[src/hdl/agc_map.svh]
// Offsets, field positions, reset values and timing counts of the gain control loop
// What this block does
// - Four-bit attack code sets raw loop bandwidth
// - Each attack step raises bandwidth by root two
// - Attack time is 35 over attack bandwidth
// - Four-bit decay code sets decay to attack ratio
// - Each decay step multiplies decay by root two
// - Three-bit code sets attenuation per reset event
// - Each reset code step doubles event weighting
// - Reset ramps 12 dB in 10 us to 1.2 ms
// - Fast-acquire bit lowers DAC source resistance
// - Digital gain steered by larger of two estimates
// - Digital gain stage multiplies by one to four
// - Gain four drops two top bits, keeps sixteen
// - Gain one outputs top sixteen of 24 bits
// - Beyond unity digital gain, raise analog attenuation
// - Noise-shape 24-bit data before 16-bit truncation
// - Reference code zero manual, one to seven levels
// - Loop runs at one sixtieth of converter clock
// - Level estimate is sum of absolute I and Q
// - Up step from attack, down from attack minus decay
`ifndef AGC_MAP_SVH
`define AGC_MAP_SVH
`define AGC_REG_MIXER_ATTENUATOR_ENABLE        8'h03
`define AGC_REG_GAIN_LO      8'h04
`define AGC_REG_RATE         8'h05
`define AGC_REG_CTRL         8'h06
`define AGC_RST_MIXER_ATTENUATOR_ENABLE        8'h00
`define AGC_RST_GAIN_LO      8'h00
`define AGC_RST_RATE         8'h00
`define AGC_RST_CTRL         8'h00
`define AGC_MIXATT_BIT       7
`define AGC_ATTACK_MSB       7
`define AGC_ATTACK_LSB       4
`define AGC_DECAY_MSB        3
`define AGC_DECAY_LSB        0
`define AGC_DGEN_BIT         7
`define AGC_RSTR_MSB         6
`define AGC_RSTR_LSB         4
`define AGC_FAST_BIT         3
`define AGC_REF_MSB          2
`define AGC_REF_LSB          0
`define AGC_LOOP_DIV         60
`define AGC_FCLK_REF_HZ      18000000
`define AGC_BW_MIN_HZ        50
`define AGC_ATTACK_K         35
`define AGC_ATTACK_CYC       ((`AGC_ATTACK_K * `AGC_FCLK_REF_HZ) / `AGC_BW_MIN_HZ)
`define AGC_RST_RAMP_HIGH_US 10
`define AGC_RST_RAMP_LOW_US  1200
`define AGC_RST_LOW_CYC      (`AGC_RST_RAMP_LOW_US * (`AGC_FCLK_REF_HZ / 1000000))
`define AGC_CLIP_LEVEL       17'h0cb59
`define AGC_ANALOG_SPAN      15'h4000
`define AGC_GAIN_UNITY       16'h1000
`define AGC_GAIN_FOUR        16'h4000
`define AGC_FRAC_BITS        9
`endif

[src/hdl/agc_pkg.sv]
// Types shared by the gain control loop files
package agc_pkg;
  typedef enum logic [2:0] {
    AGC_ST_WAIT  = 3'b001,
    AGC_ST_CMP   = 3'b010,
    AGC_ST_APPLY = 3'b100
  } agc_state_t;
  typedef logic signed [23:0] agc_samp_t;
  typedef logic signed [15:0] agc_out_t;
  typedef logic [14:0]        agc_word_t;
endpackage

[src/hdl/agc_fifo.sv]
// Output sample FIFO with registered read data
`timescale 1ns/1ps
module agc_fifo #(
  parameter int W = 32,
  parameter int D = 32
) (
  input  wire logic         clk_sys,
  input  wire logic         resetn,
  input  wire logic         in_valid,
  input  wire logic [W-1:0] in_data,
  output logic              in_ready,
  output logic              out_valid,
  output logic [W-1:0]      out_data,
  input  wire logic         out_ready
);
  localparam int AW = $clog2(D);
  localparam logic [AW:0] DEPTH = (AW+1)'(D);
  logic [W-1:0]  mem [D];
  logic [AW-1:0] wp_reg;
  logic [AW-1:0] rp_reg;
  logic [AW:0]   cnt_reg;
  logic [AW:0]   cnt_next;
  logic          push;
  logic          pop;

  // Pop refills the output register whenever data is stored and the register is empty or being taken
  assign push     = in_valid & in_ready;
  assign pop      = (cnt_reg != '0) & (~out_valid | out_ready);
  assign cnt_next = cnt_reg + (AW+1)'(push) - (AW+1)'(pop);

  // Storage array, no reset needed
  always_ff @(posedge clk_sys)
    if (push)
      mem[wp_reg] <= in_data;

  // Pointers, count and a registered full flag
  always_ff @(posedge clk_sys or negedge resetn)
    if (!resetn)
    begin
      wp_reg   <= '0;
      rp_reg   <= '0;
      cnt_reg  <= '0;
      in_ready <= 1'b0;
    end
    else
    begin
      wp_reg   <= push ? AW'(wp_reg + 1'b1) : wp_reg;
      rp_reg   <= pop ? AW'(rp_reg + 1'b1) : rp_reg;
      cnt_reg  <= cnt_next;
      in_ready <= cnt_next < DEPTH;
    end

  // Read data comes out of a register
  always_ff @(posedge clk_sys or negedge resetn)
    if (!resetn)
    begin
      out_valid <= 1'b0;
      out_data  <= '0;
    end
    else if (pop)
    begin
      out_valid <= 1'b1;
      out_data  <= mem[rp_reg];
    end
    else if (out_ready)
      out_valid <= 1'b0;
endmodule

[src/hdl/agc_nshape.sv]
// First-order error-feedback truncation from 24 to 16 bits
`timescale 1ns/1ps
module agc_nshape (
  input  wire logic              clk_sys,
  input  wire logic              resetn,
  input  wire logic              adv,
  input  wire logic              in_valid,
  input  wire agc_pkg::agc_samp_t in_data,
  output logic                   out_valid,
  output agc_pkg::agc_out_t      out_data
);
  import agc_pkg::*;
  logic [7:0]         err_reg;
  logic signed [24:0] sum;
  agc_out_t           trunc;

  // Feed back the dropped fraction; pushes noise out of band
  always_comb
  begin
    sum   = 25'(in_data) + 25'($signed({1'b0, err_reg}));
    trunc = sum[23:8];
    if (sum[24] != sum[23])
      trunc = sum[24] ? 16'sh8000 : 16'sh7fff;
  end

  // Hold everything while the FIFO stalls
  always_ff @(posedge clk_sys or negedge resetn)
    if (!resetn)
    begin
      out_valid <= 1'b0;
      out_data  <= '0;
      err_reg   <= '0;
    end
    else if (adv)
    begin
      out_valid <= in_valid;
      if (in_valid)
      begin
        out_data <= trunc;
        err_reg  <= (sum[24] != sum[23]) ? 8'h00 : sum[7:0];
      end
    end
endmodule

[src/hdl/agc_loop_top.sv]
// Gain control loop, digital gain stage and 16-bit output path
`timescale 1ns/1ps
`include "agc_map.svh"
module agc_loop_top #(
  parameter int ATTACK_CYC_A0 = `AGC_ATTACK_CYC,
  parameter int RST_LOW_CYC   = `AGC_RST_LOW_CYC,
  parameter int FIFO_DEPTH    = 32
) (
  input  wire logic               clk_sys,
  input  wire logic               resetn,
  input  wire logic               reg_wr_en,
  input  wire logic [7:0]         reg_addr,
  input  wire logic [7:0]         reg_wdata,
  output logic [7:0]              reg_rdata,
  input  wire logic               first_decimation_stage_valid,
  input  wire logic signed [15:0] first_decimation_stage_i,
  input  wire logic signed [15:0] first_decimation_stage_q,
  input  wire logic               adc_reset_evt,
  input  wire logic               samp_in_valid,
  input  wire agc_pkg::agc_samp_t samp_in_i,
  input  wire agc_pkg::agc_samp_t samp_in_q,
  output logic                    samp_in_ready,
  output logic                    out_valid,
  output agc_pkg::agc_out_t       out_i,
  output agc_pkg::agc_out_t       out_q,
  input  wire logic               out_ready,
  output logic [7:0]              gain_dac_code,
  output logic                    fast_acquire_out,
  output logic                    mixer_mixer_attenuator_enable_out
);
  import agc_pkg::*;
  localparam logic [23:0] ACC_MAX = 24'hffffff;
  localparam logic [47:0] STEP0   = 48'((48'(ACC_MAX) * `AGC_LOOP_DIV) / ATTACK_CYC_A0);
  localparam logic [23:0] RSTW0   = 24'((48'(ACC_MAX) * `AGC_LOOP_DIV) / RST_LOW_CYC);

  logic [7:0]  mixer_attenuator_enable_reg;
  logic [7:0]  gain_lo_reg;
  logic [7:0]  rate_reg;
  logic [7:0]  ctrl_reg;
  logic [5:0]  div_reg;
  logic        tick_reg;
  logic [16:0] est1_reg;
  logic [16:0] est2_reg;
  logic [16:0] est_sel_reg;
  logic [16:0] ref_reg;
  logic        rst_pend_reg;
  agc_state_t  state_reg;
  agc_state_t  state_next;
  logic [23:0] acc_reg;
  logic [23:0] acc_next;
  logic [23:0] step_up;
  logic [23:0] step_dn;
  logic [23:0] rst_w;
  logic [15:0] g_reg;
  logic [13:0] analog_reg;
  agc_samp_t   s1_data [2];
  logic        s1_valid;
  logic [1:0]  s2_valid;
  agc_out_t    s2_data [2];
  logic        adv;
  logic        fifo_push;
  logic [3:0]  attack;
  logic [3:0]  decay;
  logic [2:0]  rst_code;
  logic [2:0]  ref_code;
  logic        dg_en;
  logic        agc_on;
  agc_word_t   att_word;
  agc_word_t   man_word;

  // Field views of the control registers
  assign attack   = rate_reg[`AGC_ATTACK_MSB:`AGC_ATTACK_LSB];
  assign decay    = rate_reg[`AGC_DECAY_MSB:`AGC_DECAY_LSB];
  assign rst_code = ctrl_reg[`AGC_RSTR_MSB:`AGC_RSTR_LSB];
  assign ref_code = ctrl_reg[`AGC_REF_MSB:`AGC_REF_LSB];
  assign dg_en    = ctrl_reg[`AGC_DGEN_BIT];
  assign agc_on   = ref_code != 3'h0;
  assign man_word = {mixer_attenuator_enable_reg[6:0], gain_lo_reg};
  assign att_word = acc_reg[23:`AGC_FRAC_BITS];

  // Magnitude of a 16-bit sample, used by both level estimates
  function automatic logic [15:0] agc_abs16(input logic signed [15:0] x);
    logic [16:0] m;
    m = x[15] ? 17'(-$signed({x[15], x})) : 17'({1'b0, x});
    return m[16] ? 16'hffff : m[15:0];
  endfunction

  // Loop step for a half-octave exponent h: STEP0 scaled by root two per unit
  function automatic logic [23:0] agc_step(input logic signed [5:0] h);
    logic [5:0]  hh;
    logic [47:0] v;
    hh = 6'(h + 6'sd16);
    v  = (hh[0] ? 48'd181 : 48'd128) << hh[4:1];
    v  = (v * STEP0) >> 15;
    return (v == '0) ? 24'h000001 : ((v > 48'(ACC_MAX)) ? ACC_MAX : v[23:0]);
  endfunction

  // Gain multiply, rescaled and clamped back to 24 bits
  function automatic agc_samp_t agc_gain(input agc_samp_t x, input logic [15:0] g);
    logic signed [40:0] p;
    p = (41'(x) * $signed({1'b0, g})) >>> 12;
    if (p > 41'sh7fffff)
      return 24'sh7fffff;
    if (p < -41'sh800000)
      return 24'sh800000;
    return p[23:0];
  endfunction

  // Register port: writes store, reads are registered; unmapped reads return zero
  always_ff @(posedge clk_sys or negedge resetn)
    if (!resetn)
    begin
      mixer_attenuator_enable_reg   <= `AGC_RST_MIXER_ATTENUATOR_ENABLE;
      gain_lo_reg <= `AGC_RST_GAIN_LO;
      rate_reg    <= `AGC_RST_RATE;
      ctrl_reg    <= `AGC_RST_CTRL;
    end
    else if (reg_wr_en)
      case (reg_addr)
        `AGC_REG_MIXER_ATTENUATOR_ENABLE:   mixer_attenuator_enable_reg   <= reg_wdata;
        `AGC_REG_GAIN_LO: gain_lo_reg <= reg_wdata;
        `AGC_REG_RATE:    rate_reg    <= reg_wdata;
        `AGC_REG_CTRL:    ctrl_reg    <= reg_wdata;
        default:          ;
      endcase

  // Readback shows the live attenuation word, not just what was written
  always_ff @(posedge clk_sys or negedge resetn)
    if (!resetn)
      reg_rdata <= 8'h00;
    else
      case (reg_addr)
        `AGC_REG_MIXER_ATTENUATOR_ENABLE:   reg_rdata <= {mixer_attenuator_enable_reg[`AGC_MIXATT_BIT], att_word[14:8]};
        `AGC_REG_GAIN_LO: reg_rdata <= att_word[7:0];
        `AGC_REG_RATE:    reg_rdata <= rate_reg;
        `AGC_REG_CTRL:    reg_rdata <= ctrl_reg;
        default:          reg_rdata <= 8'h00;
      endcase

  // Loop rate divider; one tick every sixty clocks
  always_ff @(posedge clk_sys or negedge resetn)
    if (!resetn)
    begin
      div_reg  <= 6'h00;
      tick_reg <= 1'b0;
    end
    else
    begin
      div_reg  <= (div_reg == 6'(`AGC_LOOP_DIV - 1)) ? 6'h00 : 6'(div_reg + 1'b1);
      tick_reg <= div_reg == 6'(`AGC_LOOP_DIV - 1);
    end

  // Level estimates after first decimation and after the gain stage
  always_ff @(posedge clk_sys or negedge resetn)
    if (!resetn)
    begin
      est1_reg <= 17'h00000;
      est2_reg <= 17'h00000;
    end
    else
    begin
      if (first_decimation_stage_valid)
        est1_reg <= 17'(agc_abs16(first_decimation_stage_i)) + 17'(agc_abs16(first_decimation_stage_q));
      if (fifo_push)
        est2_reg <= 17'(agc_abs16(s2_data[0])) + 17'(agc_abs16(s2_data[1]));
    end

  // Reset events pend until the next loop update; a new event beats the clear
  always_ff @(posedge clk_sys or negedge resetn)
    if (!resetn)
      rst_pend_reg <= 1'b0;
    else if (adc_reset_evt)
      rst_pend_reg <= 1'b1;
    else if (state_reg == AGC_ST_APPLY)
      rst_pend_reg <= 1'b0;

  // Loop sequencer: compare on the tick, apply one cycle later
  always_comb
    case (state_reg)
      AGC_ST_WAIT:  state_next = tick_reg ? AGC_ST_CMP : AGC_ST_WAIT;
      AGC_ST_CMP:   state_next = AGC_ST_APPLY;
      AGC_ST_APPLY: state_next = AGC_ST_WAIT;
      default:      state_next = AGC_ST_WAIT;
    endcase

  always_ff @(posedge clk_sys or negedge resetn)
    if (!resetn)
      state_reg <= AGC_ST_WAIT;
    else
      state_reg <= state_next;

  // Select estimate and reference level; root two per 3 dB step
  always_ff @(posedge clk_sys or negedge resetn)
    if (!resetn)
    begin
      est_sel_reg <= 17'h00000;
      ref_reg     <= 17'h00000;
    end
    else if (state_reg == AGC_ST_CMP)
    begin
      est_sel_reg <= (dg_en && est2_reg > est1_reg) ? est2_reg : est1_reg;
      ref_reg     <= 17'(((25'(`AGC_CLIP_LEVEL) * (ref_code[0] ? 25'd181 : 25'd256))
                          >> 8) >> ref_code[2:1]);
    end

  // Step sizes: attack sets both directions, decay slows the way down
  assign step_up = agc_step($signed({2'b00, attack}));
  assign step_dn = agc_step(6'($signed({2'b00, attack}) - $signed({2'b00, decay})));
  assign rst_w   = ((32'(RSTW0) << rst_code) > 32'(ACC_MAX)) ? ACC_MAX
                 : 24'(RSTW0 << rst_code);

  // Next attenuation with clamping; overshoot would flip gain direction
  always_comb
  begin
    logic signed [26:0] sum;
    sum = $signed({3'b000, acc_reg});
    if (est_sel_reg > ref_reg)
      sum = sum + $signed({3'b000, step_up});
    else if (est_sel_reg < ref_reg)
      sum = sum - $signed({3'b000, step_dn});
    if (rst_pend_reg)
      sum = sum + $signed({3'b000, rst_w});
    if (sum < 27'sd0)
      acc_next = 24'h000000;
    else if (sum > $signed({3'b000, ACC_MAX}))
      acc_next = ACC_MAX;
    else
      acc_next = sum[23:0];
  end

  // Manual mode follows the written word; automatic mode updates per loop tick
  always_ff @(posedge clk_sys or negedge resetn)
    if (!resetn)
      acc_reg <= 24'h000000;
    else if (!agc_on)
      acc_reg <= {man_word, {`AGC_FRAC_BITS{1'b0}}};
    else if (state_reg == AGC_ST_APPLY)
      acc_reg <= acc_next;
  // Split attenuation with digital gain on: low half trims digital gain, high half drives analog path; off, all drives analog
  always_ff @(posedge clk_sys or negedge resetn)
    if (!resetn)
    begin
      g_reg      <= `AGC_GAIN_UNITY;
      analog_reg <= 14'h0000;
    end
    else if (dg_en && att_word < `AGC_ANALOG_SPAN)
    begin
      g_reg      <= `AGC_GAIN_FOUR - 16'((17'(att_word) * 17'd3) >> 2);
      analog_reg <= 14'h0000;
    end
    else
    begin
      g_reg      <= `AGC_GAIN_UNITY;
      analog_reg <= dg_en ? 14'(att_word - `AGC_ANALOG_SPAN)
                  : (att_word[14] ? 14'h3fff : att_word[13:0]);
    end

  // Pins toward the gain DAC, its resistance switch and the mixer attenuator
  always_ff @(posedge clk_sys or negedge resetn)
    if (!resetn)
    begin
      gain_dac_code    <= 8'h00;
      fast_acquire_out <= 1'b0;
      mixer_mixer_attenuator_enable_out  <= 1'b0;
    end
    else
    begin
      gain_dac_code    <= analog_reg[13:6];
      fast_acquire_out <= ctrl_reg[`AGC_FAST_BIT];
      mixer_mixer_attenuator_enable_out  <= mixer_attenuator_enable_reg[`AGC_MIXATT_BIT];
    end

  // Gain stage; whole pipeline stalls with the FIFO so nothing is dropped
  assign adv = samp_in_ready;
  always_ff @(posedge clk_sys or negedge resetn)
    if (!resetn)
    begin
      s1_valid   <= 1'b0;
      s1_data[0] <= '0;
      s1_data[1] <= '0;
    end
    else if (adv)
    begin
      s1_valid   <= samp_in_valid;
      s1_data[0] <= agc_gain(samp_in_i, g_reg);
      s1_data[1] <= agc_gain(samp_in_q, g_reg);
    end

  // One shaper per channel, then the top sixteen bits
  for (genvar c = 0; c < 2; c++)
  begin : g_shape
    agc_nshape u_shape (
      .clk_sys   (clk_sys),
      .resetn    (resetn),
      .adv       (adv),
      .in_valid  (s1_valid),
      .in_data   (s1_data[c]),
      .out_valid (s2_valid[c]),
      .out_data  (s2_data[c])
    );
  end

  assign fifo_push = s2_valid[0] & samp_in_ready;

  // Output buffer; I in the high half, Q in the low half
  agc_fifo #(
    .W (32),
    .D (FIFO_DEPTH)
  ) u_fifo (
    .clk_sys   (clk_sys),
    .resetn    (resetn),
    .in_valid  (s2_valid[0]),
    .in_data   ({s2_data[0], s2_data[1]}),
    .in_ready  (samp_in_ready),
    .out_valid (out_valid),
    .out_data  ({out_i, out_q}),
    .out_ready (out_ready)
  );
endmodule

[config.mk]
export PLATFORM = sky130hd
export DESIGN_NAME = agc_loop_top
export DESIGN_NICKNAME = d
export VERILOG_FILES = /design/src/hdl/agc_pkg.sv /design/src/hdl/agc_fifo.sv /design/src/hdl/agc_nshape.sv /design/src/hdl/agc_loop_top.sv
export VERILOG_INCLUDE_DIRS = /design/src /design/src/hdl
export SDC_FILE = /design/constraint.sdc
export NUM_CORES = 2
export LEC_CHECK = 0
export ABC_AREA = 0
export BUFFER_PORTS_ARGS = -buffer_cell sky130_fd_sc_hd__buf_2
export CORE_ASPECT_RATIO = 0.75
export CORE_MARGIN = 1
export CORE_UTILIZATION = 40
export DETAILED_ROUTE_END_ITERATION = 16
export GPL_ROUTABILITY_DRIVEN = 0
export PLACE_DENSITY = 0.63
export SLEW_MARGIN = 20
export SYNTH_ARGS = -nofsm -noshare
export SYNTH_HDL_FRONTEND = slang
export SYNTH_SLANG_ARGS = --single-unit
[constraint.sdc]
create_clock -name clk_sys -period 13.4 [get_ports clk_sys]
set_clock_uncertainty 0.2 [all_clocks]
set_input_delay 0.67 -clock clk_sys [delete_from_list [all_inputs] [get_ports clk_sys]]
set_output_delay 0.67 -clock clk_sys [all_outputs]
set_load 0.01 [all_outputs]
After elaboration in Yosys (flattened, before gate mapping)

Memories as Yosys holds them, arrays and structs flattened. A register that Yosys moved wholly into a read port is not among the register bits.
Cells that the tools add are included.
Widths: inputs -> output; s select.

Flip-flop bits (word level): 299
RAM bits: 1024
Input port bits: 103
Output and inout bits: 52
Word-level logic and storage cells: 170
Memories: 1

Memories:

| memory     | depth | width | read ports | clocked after memory_dff | write ports | line           | text |
|---|---|---|---|---|---|---|---|
| u_fifo.mem | 32    | 32    | 1          | 1                        | 1           | agc_fifo.sv:18 | `logic [W-1:0] mem [D];` |

Add/subtract/negate cells: 21
Multiply operators: 6
$lt $le $gt $ge: 14
Equality and inequality tests: 11
Shift operators: 5
Muxes and demuxes: 62
Bitwise operators: 4
Reductions and logical operators: 14

Operator list:

| cell                  | count |
|---|---|
| $mux 24               | 17 |
| $mux 16               | 9 |
| $logic_not 48->1      | 2 |
| $mul 48x7->48 const B | 2 |
| $shl 8x4->48          | 2 |
| $mux 17               | 5 |
| $mul 24x17->41        | 2 |
| $mux 27               | 3 |
| $neg 16->17           | 4 |
| $gt 33x24->1 const B  | 2 |
| $gt 29x24->1 const B  | 2 |
| $lt 29x24->1 const B  | 2 |
| $add 24x9->25         | 2 |
| $mux 14               | 3 |
| $add 16x16->17        | 2 |
| $gt 17x17->1          | 2 |
| $gt 32x24->1 const B  | 1 |
| $pmux 8 s4            | 1 |
| $shl 16x3->32 const A | 1 |
| $add 27x25->27        | 1 |
| $gt 27x25->1 const B  | 1 |
| $lt 27x1->1 const B   | 1 |
| $add 24x24->25        | 1 |
| $mul 16x9->25 const A | 1 |
| other kinds (39)      | 68 |

Depth between registers and ports, before layout

Depth after elaboration: 18
Mapped depth: 54

By module

Synthesis repeated with hierarchy kept, for this count alone.

Cell total of the unflattened synthesis: 7941
Area total of the unflattened synthesis: 93980.1 um^2

By module, submodules not included:

| module                          | times used | cells an instance | area each (um^2) | seq. area each (um^2) |
|---|---|---|---|---|
| agc_loop_top                    | 1          | 5557              | 49043.3          | 5632.9 |
| agc_fifo                        | 1          | 1977              | 41210.8          | 32000.7 |
| agc_nshape (g_shape[1].u_shape) | 1          | 202               | 1889.3           | 625.6 |
| agc_nshape (g_shape[0].u_shape) | 1          | 205               | 1836.8           | 625.6 |

Worst setup path after synthesis

OpenSTA, ideal clock, no wires.

Kind: register to register
Start: register rate_reg[4]
End: register acc_reg[0]
Library setup time: 87 ps
Arrival: 11466 ps
Data required time: 13113 ps
Path slack: 1647 ps
Cell stages (with the launch flop): 53
Path buffers: 4
Period minus slack after synthesis: 11753 ps
Cells stage by stage: dfrtp_1 clkbuf_1 inv_1 ha_1 fa_1 nor2b_1 o21ai_0 nand2b_1 clkbuf_1 clkbuf_1 a31oi_1 o21ai_0 inv_1 fa_1 inv_1 ha_1 fa_1 inv_1 [17 not listed] o41ai_1 o21a_1 o22ai_1 o211ai_1 a31o_2 a21oi_1 xnor2_1 ha_1 and3_1 a221oi_1 o21ai_0 a21o_1 a31o_2 mux2i_1 mux2i_1 nand2_1 buf_2 o211ai_1

Longest elaborated chain between the ends: 18
Elaborated cells on any way between the ends: 29
Those cells by class: 6 x add/sub; 2 x mul; 4 x order compare; 2 x shift; 13 x mux; 2 x reduce/logical

Ends and longest elaborated chain:

| element                | line                | text |
|---|---|---|
| from (decl)            | agc_loop_top.sv:38  | `logic [7:0] rate_reg;` |
| from (signal assigned) | agc_loop_top.sv:115 | `` rate_reg <= `AGC_RST_RATE; `` |
| from (signal assigned) | agc_loop_top.sv:122 | `` `AGC_REG_RATE: rate_reg <= reg_wdata; `` |
| $sub 4x4->5            | agc_loop_top.sv:208 | `assign step_dn = agc_step(6'($signed({2'b00, attack}) - $signed({2'b00, decay})));` |
| $add 5x5->5            | agc_loop_top.sv:92  | `hh = 6'(h + 6'sd16);` |
| $mux 6                 | agc_loop_top.sv:93  | `v = (hh[0] ? 48'd181 : 48'd128) << hh[4:1];` |
| $shl 8x4->48           | agc_loop_top.sv:93  |  |
| $mul 48x7->48          | agc_loop_top.sv:94  | `v = (v * STEP0) >> 15;` |
| $gt 33x24->1           | agc_loop_top.sv:95  | `return (v == '0) ? 24'h000001 : ((v > 48'(ACC_MAX)) ? ACC_MAX : v[23:0]);` |
| $mux 24 (2 in a row)   | agc_loop_top.sv:95  |  |
| $sub 24x24->25         | agc_loop_top.sv:220 | `sum = sum - $signed({3'b000, step_dn});` |
| $mux 27                | agc_loop_top.sv:219 | `else if (est_sel_reg < ref_reg)` |
| $mux 27 *              | agc_loop_top.sv:217 | `if (est_sel_reg > ref_reg)` |
| $add 27x25->27         | agc_loop_top.sv:222 | `sum = sum + $signed({3'b000, rst_w});` |
| $mux 27 *              | agc_loop_top.sv:221 | `if (rst_pend_reg)` |
| $gt 27x25->1           | agc_loop_top.sv:225 | `else if (sum > $signed({3'b000, ACC_MAX}))` |
| $mux 24                | agc_loop_top.sv:225 |  |
| $mux 24 *              | agc_loop_top.sv:223 | `if (sum < 27'sd0)` |
| $mux 24 *              | agc_loop_top.sv:237 | `else if (state_reg == AGC_ST_APPLY)` |
| $mux 24 *              | agc_loop_top.sv:235 | `else if (!agc_on)` |
| to (signal assigned)   | agc_loop_top.sv:236 | `` acc_reg <= {man_word, {`AGC_FRAC_BITS{1'b0}}}; `` |
| to (signal assigned)   | agc_loop_top.sv:238 | `acc_reg <= acc_next;` |
| to (decl)              | agc_loop_top.sv:49  | `logic [23:0] acc_reg;` |

Every way passes the cells marked *; elsewhere a longest branch is shown, timed or not. The select of a mux whose other input is x is not followed.
A chain may end at the register's enable or synchronous reset.

Worst setup path after layout

Start: register rate_reg[6]
End: register acc_reg[18]

Longest elaborated chain between the ends: 17
Elaborated cells on any way between the ends: 27
Those cells by class: 6 x add/sub; 2 x mul; 4 x order compare; 2 x shift; 11 x mux; 2 x reduce/logical

Ends and longest elaborated chain:

| element              | line |
|---|---|
| $sub 4x4->5          | agc_loop_top.sv:208 |
| $add 5x5->5          | agc_loop_top.sv:92 |
| $shl 8x4->48         | agc_loop_top.sv:93 |
| $mul 48x7->48        | agc_loop_top.sv:94 |
| $gt 33x24->1         | agc_loop_top.sv:95 |
| $mux 24 (2 in a row) | agc_loop_top.sv:95 |
| $sub 24x24->25       | agc_loop_top.sv:220 |
| $mux 27              | agc_loop_top.sv:219 |
| $mux 27 *            | agc_loop_top.sv:217 |
| $add 27x25->27       | agc_loop_top.sv:222 |
| $mux 27 *            | agc_loop_top.sv:221 |
| $gt 27x25->1         | agc_loop_top.sv:225 |
| $mux 24              | agc_loop_top.sv:225 |
| $mux 24 *            | agc_loop_top.sv:223 |
| $mux 24 *            | agc_loop_top.sv:237 |
| $mux 24 *            | agc_loop_top.sv:235 |

Marked as above.

==> impl_metrics.py <==
metrics = {
    "power": {
        "combinationalPowerShare_pct": 41.5,
        "power.switching_mw": 6.157,
        "power_density_nw_per_um2": 162.6,
        "ir_drop_v": 0.0002045,
        "p_clk_share_pct": 23.0,
        "p_leak_nw": 41.65,
        "fin_total_pwr_mw": 16.56,
        "intPower_mw": 10.40,
        "seqPwrFrac_pct": 35.5,
        "p_sw_share_pct": 37.18,
    },
    "worst_setup_path": {
        "crit_type": "flop to flop",
        "cp.required_ps": 13840,
        "rrSetupSlack_ps": 510,
        "crit_slowest_cell": "fa_1",
        "r2r_cells": 47,
        "r2r-start": "rate_reg[6]",
        "cp_data_arrival_time_ps": 13330,
        "endpoint_kind": "flop",
        "max_stage_delay_ps": 560,
        "start_kind": "flop",
        "cp_max_fo": 13,
        "r2r_end": "acc_reg[18]",
    },
    "clock_network": {
        "cts_root_buffer": "clkbuf_16",
        "htreeDepth": 4,
        "cts_buffers": 136,
        "clockBufferDepth": 3,
        "cts_tree": "yes",
        "path_clk_slew_ps": 70,
        "clk_latency_ps": 770,
        "clock-sinks": 1348,
    },
    "floorplan": {
        "boundaryPins": 155,
        "floorplan.initialDensity_pct": 40.35,
        "die_w_um": 557.4,
        "core-area_um2": 229400,
        "row_count": 152,
        "die_h_um": 418.6,
        "die_area_um2": 233300,
    },
    "timing": {
        "tightest_slew_ps": 1075,
        "layout_setup_ws_ps": 511.6,
        "fin_crit_ps": 12890,
        "finalMaxSlewViolations": 0,
        "fmax_ghz": 0.07759,
        "rsz0062_at_grt": "no",
        "slew-limit-headroom_pct": 28.18,
        "setup_viol": 0,
        "hold_viol": 0,
        "finalCritPeriodShare_pct": 96.18,
        "whs_ps": 57.87,
    },
    "grt": {
        "antenna_found_initial": 9,
        "overflow": 0,
        "grt_pass1_vias": 60010,
        "grt_usage_pct": 20.57,
        "grt_max_degree": 139,
        "grt_pass1_wl_um": 366100,
    },
    "logic_synthesis": {
        "synth_top_area_share_pct": 33.22,
        "ys_types": 87,
        "ys_top_cells_by_area": "edfxtp_1 (33%), fa_1 (18%), dfrtp_1 (8.7%), mux4_2 (7.8%), ha_1 (6.8%)",
        "synth_top_cell_by_area": "edfxtp_1",
        "async_reset_ff_share_pct": 24.04,
        "syn-num-nets": 8995,
        "synth_edf_count": 1024,
        "synthCells": 7537,
        "avgSynthCellArea_um2": 12.28,
        "ys.flop_type": "edfxtp_1",
        "netlist_area_um2": 92550,
        "ys_ff_latch": 1348,
        "ys_seq_area_share_pct": 41.99,
        "yosysWarnings": 0,
    },
    "layout": {
        "drive_gt1_share_pct": 12.08,
        "layout.cells.non_filler": 10830,
        "reg.largest.list": "u_fifo.mem (1024), s1_data (48)",
        "synthToLayoutAreaGrowth_pct": 10.03,
        "largest_register_ffs": 1024,
        "regMostFlops": "u_fifo.mem",
        "fin_nets": 9095,
        "nFillCells": 20780,
    },
    "worst_hold_path": {
        "min_path_cells": 2,
        "min_from": "reg_wdata[3]",
        "hold_end": "mixer_attenuator_enable_reg[3]",
        "hold_path.class": "primary input to flop",
    },
    "routing": {
        "vias_per_cell": 5.402,
        "num_vias": 58510,
        "dr.pass1.iters": 8,
        "drc": 0,
        "wl_per_cell_um": 21.96,
        "initialDrtViolationCount": 5700,
        "ant_nets": 0,
        "wirelength_um": 237900,
    },
    "outcome": {
        "status": "complete, no violations",
    },
    "place": {
        "place_ws_ps": -183.3,
        "placed_cells": 10570,
        "place_hpwl_um": 162900,
        "numPortBuffers": 154,
    },
    "job": {
        "max-cap-violations": 0,
    },
}
## power by group through the flow
| stage | registers (mW) | clock network (mW) | logic (mW) |
|---|---|---|---|
| after floorplan | 5.87 | 0 | 4.82 |
| after global placement | 5.95 | 0 | 6.71 |
| after detailed placement | 5.97 | 0 | 6.85 |
| after CTS | 5.89 | 3.87 | 6.89 |
| after global routing | 5.94 | 4.03 | 7.59 |
| final | 5.88 | 3.80 | 6.88 |
## cells by family (layout without fill, tap and decap cells)
logic type / after synthesis / count (layout) / share of synthesized area, %
adder cells (fa/ha/maj): 1355 / 1355 / 25.25
other: 0 / 1 / 0
multiplexers: 427 / 427 / 8.998
AND/OR/NAND/NOR: 1779 / 1779 / 8.952
AO/OA/AOI/OAI: 863 / 863 / 6.024
XOR/XNOR: 295 / 295 / 2.792
flip-flops: 1348 / 1348 / 41.99
buffers and inverters: 1470 / 1684 / 6.000
## layout make-up
| cell class | count | area [um2] | share of cell area [%] |
|---|---|---|---|
| flip-flops and latches | 1348 | 38890 | 38.20 |
| multi-input cells | 4719 | 48500 | 47.63 |
| well taps | 3080 | 3854 | 3.784 |
| repair buffers | 279 | 1818 | 1.785 |
| inverters | 1153 | 4328 | 4.250 |
| clock inverters | 82 | 857.1 | 0.8417 |
| diodes | 1 | 2.502 | 0.002457 |
| clock buffers | 170 | 3573 | 3.509 |
## routing by layer
| metal | share of wire, % | track usage (%) |
|---|---|---|
| met1 | 46 | 31.20 |
| met2 | 44 | 31.22 |
| met3 | 8.5 | 3.461 |
| met4 | 1.5 | 3.652 |
| met5 | 0 | 0 |
## per-stage QoR
step                      utilization (%)  TNS, ps  cell area, um2
after global placement              42.35        0           97130
after global routing                44.40        0          101800
after detailed placement            42.37    -1777           97190
final                               44.40        0          101800
after floorplan                         -        0           92550
after CTS                           44.34        0          101700
## worst max-delay path, delay by kind of cell, from the launching register on
family | cells | cell delay, ps
buf+inv | 1 | 180
simple gates | 10 | 2190
flops | 1 | 530
compound gates | 23 | 5330
mux | 2 | 410
xor+xnor | 2 | 540
fa+ha+maj | 9 | 3320
## worst max path at each step
stage / start / cells past startpoint / endpoint / slack (ps)
3_3_place_gp: rate_reg[5] / 50 / acc_reg[14] / 190
2_1_floorplan: rate_reg[4] / 52 / acc_reg[0] / 1650
5_1_grt: rate_reg[4] / 47 / acc_reg[20] / 5
4_1_cts: rate_reg[4] / 47 / acc_reg[6] / 5
3_5_place_dp: rate_reg[5] / 47 / acc_reg[6] / -180
6_report: rate_reg[6] / 47 / acc_reg[18] / 510
## what timing repair did
| item | 4_1_cts | 5_1_grt |
|---|---|---|
| pin swaps | 0 | 1 |
| gates cloned | 0 | 0 |
| hold buffers | 7 | 0 |
| hold endpoints to repair | 116 | 0 |
| buffers inserted | 0 | 3 |
| endpoints found under the setup margin | 14 | 24 |
| resized for setup | 1 | 16 |
## cells in the final DEF (no fill, tap or decap), types with 23 or more instances in the layout
cell / count
clkinv_1: 23
o31ai_1: 37
fa_1: 853
a211oi_1: 25
o211ai_1: 25
nor2_4: 32
a21oi_1: 225
nand2b_1: 31
or3_1: 31
mux2i_1: 64
buf_2: 153
o21bai_1: 33
xnor2_1: 200
mux4_2: 320
buf_4: 112
o21ai_0: 223
nor2_1: 280
nand3_1: 56
edfxtp_1: 1024
nor3_1: 51
mux2_2: 40
and3_1: 23
inv_1: 1152
nand4_1: 30
dfrtp_1: 303
xor2_1: 91
and2_1: 323
clkinv_2: 25
clkbuf_16: 138
a21o_1: 91
nand2_1: 807
clkbuf_1: 32
nor2b_1: 30
ha_1: 501
## cell usage after synthesis (91+ instances only)
cell type,instances
a21o_1,91
a21oi_1,226
and2_1,323
clkbuf_1,271
dfrtp_1,322
edfxtp_1,1024
fa_1,854
ha_1,501
inv_1,1152
mux4_2,320
nand2_1,809
nor2_1,313
o21ai_0,224
xnor2_1,202
xor2_1,93
No activity file was read; power rests on OpenSTA's default activity.
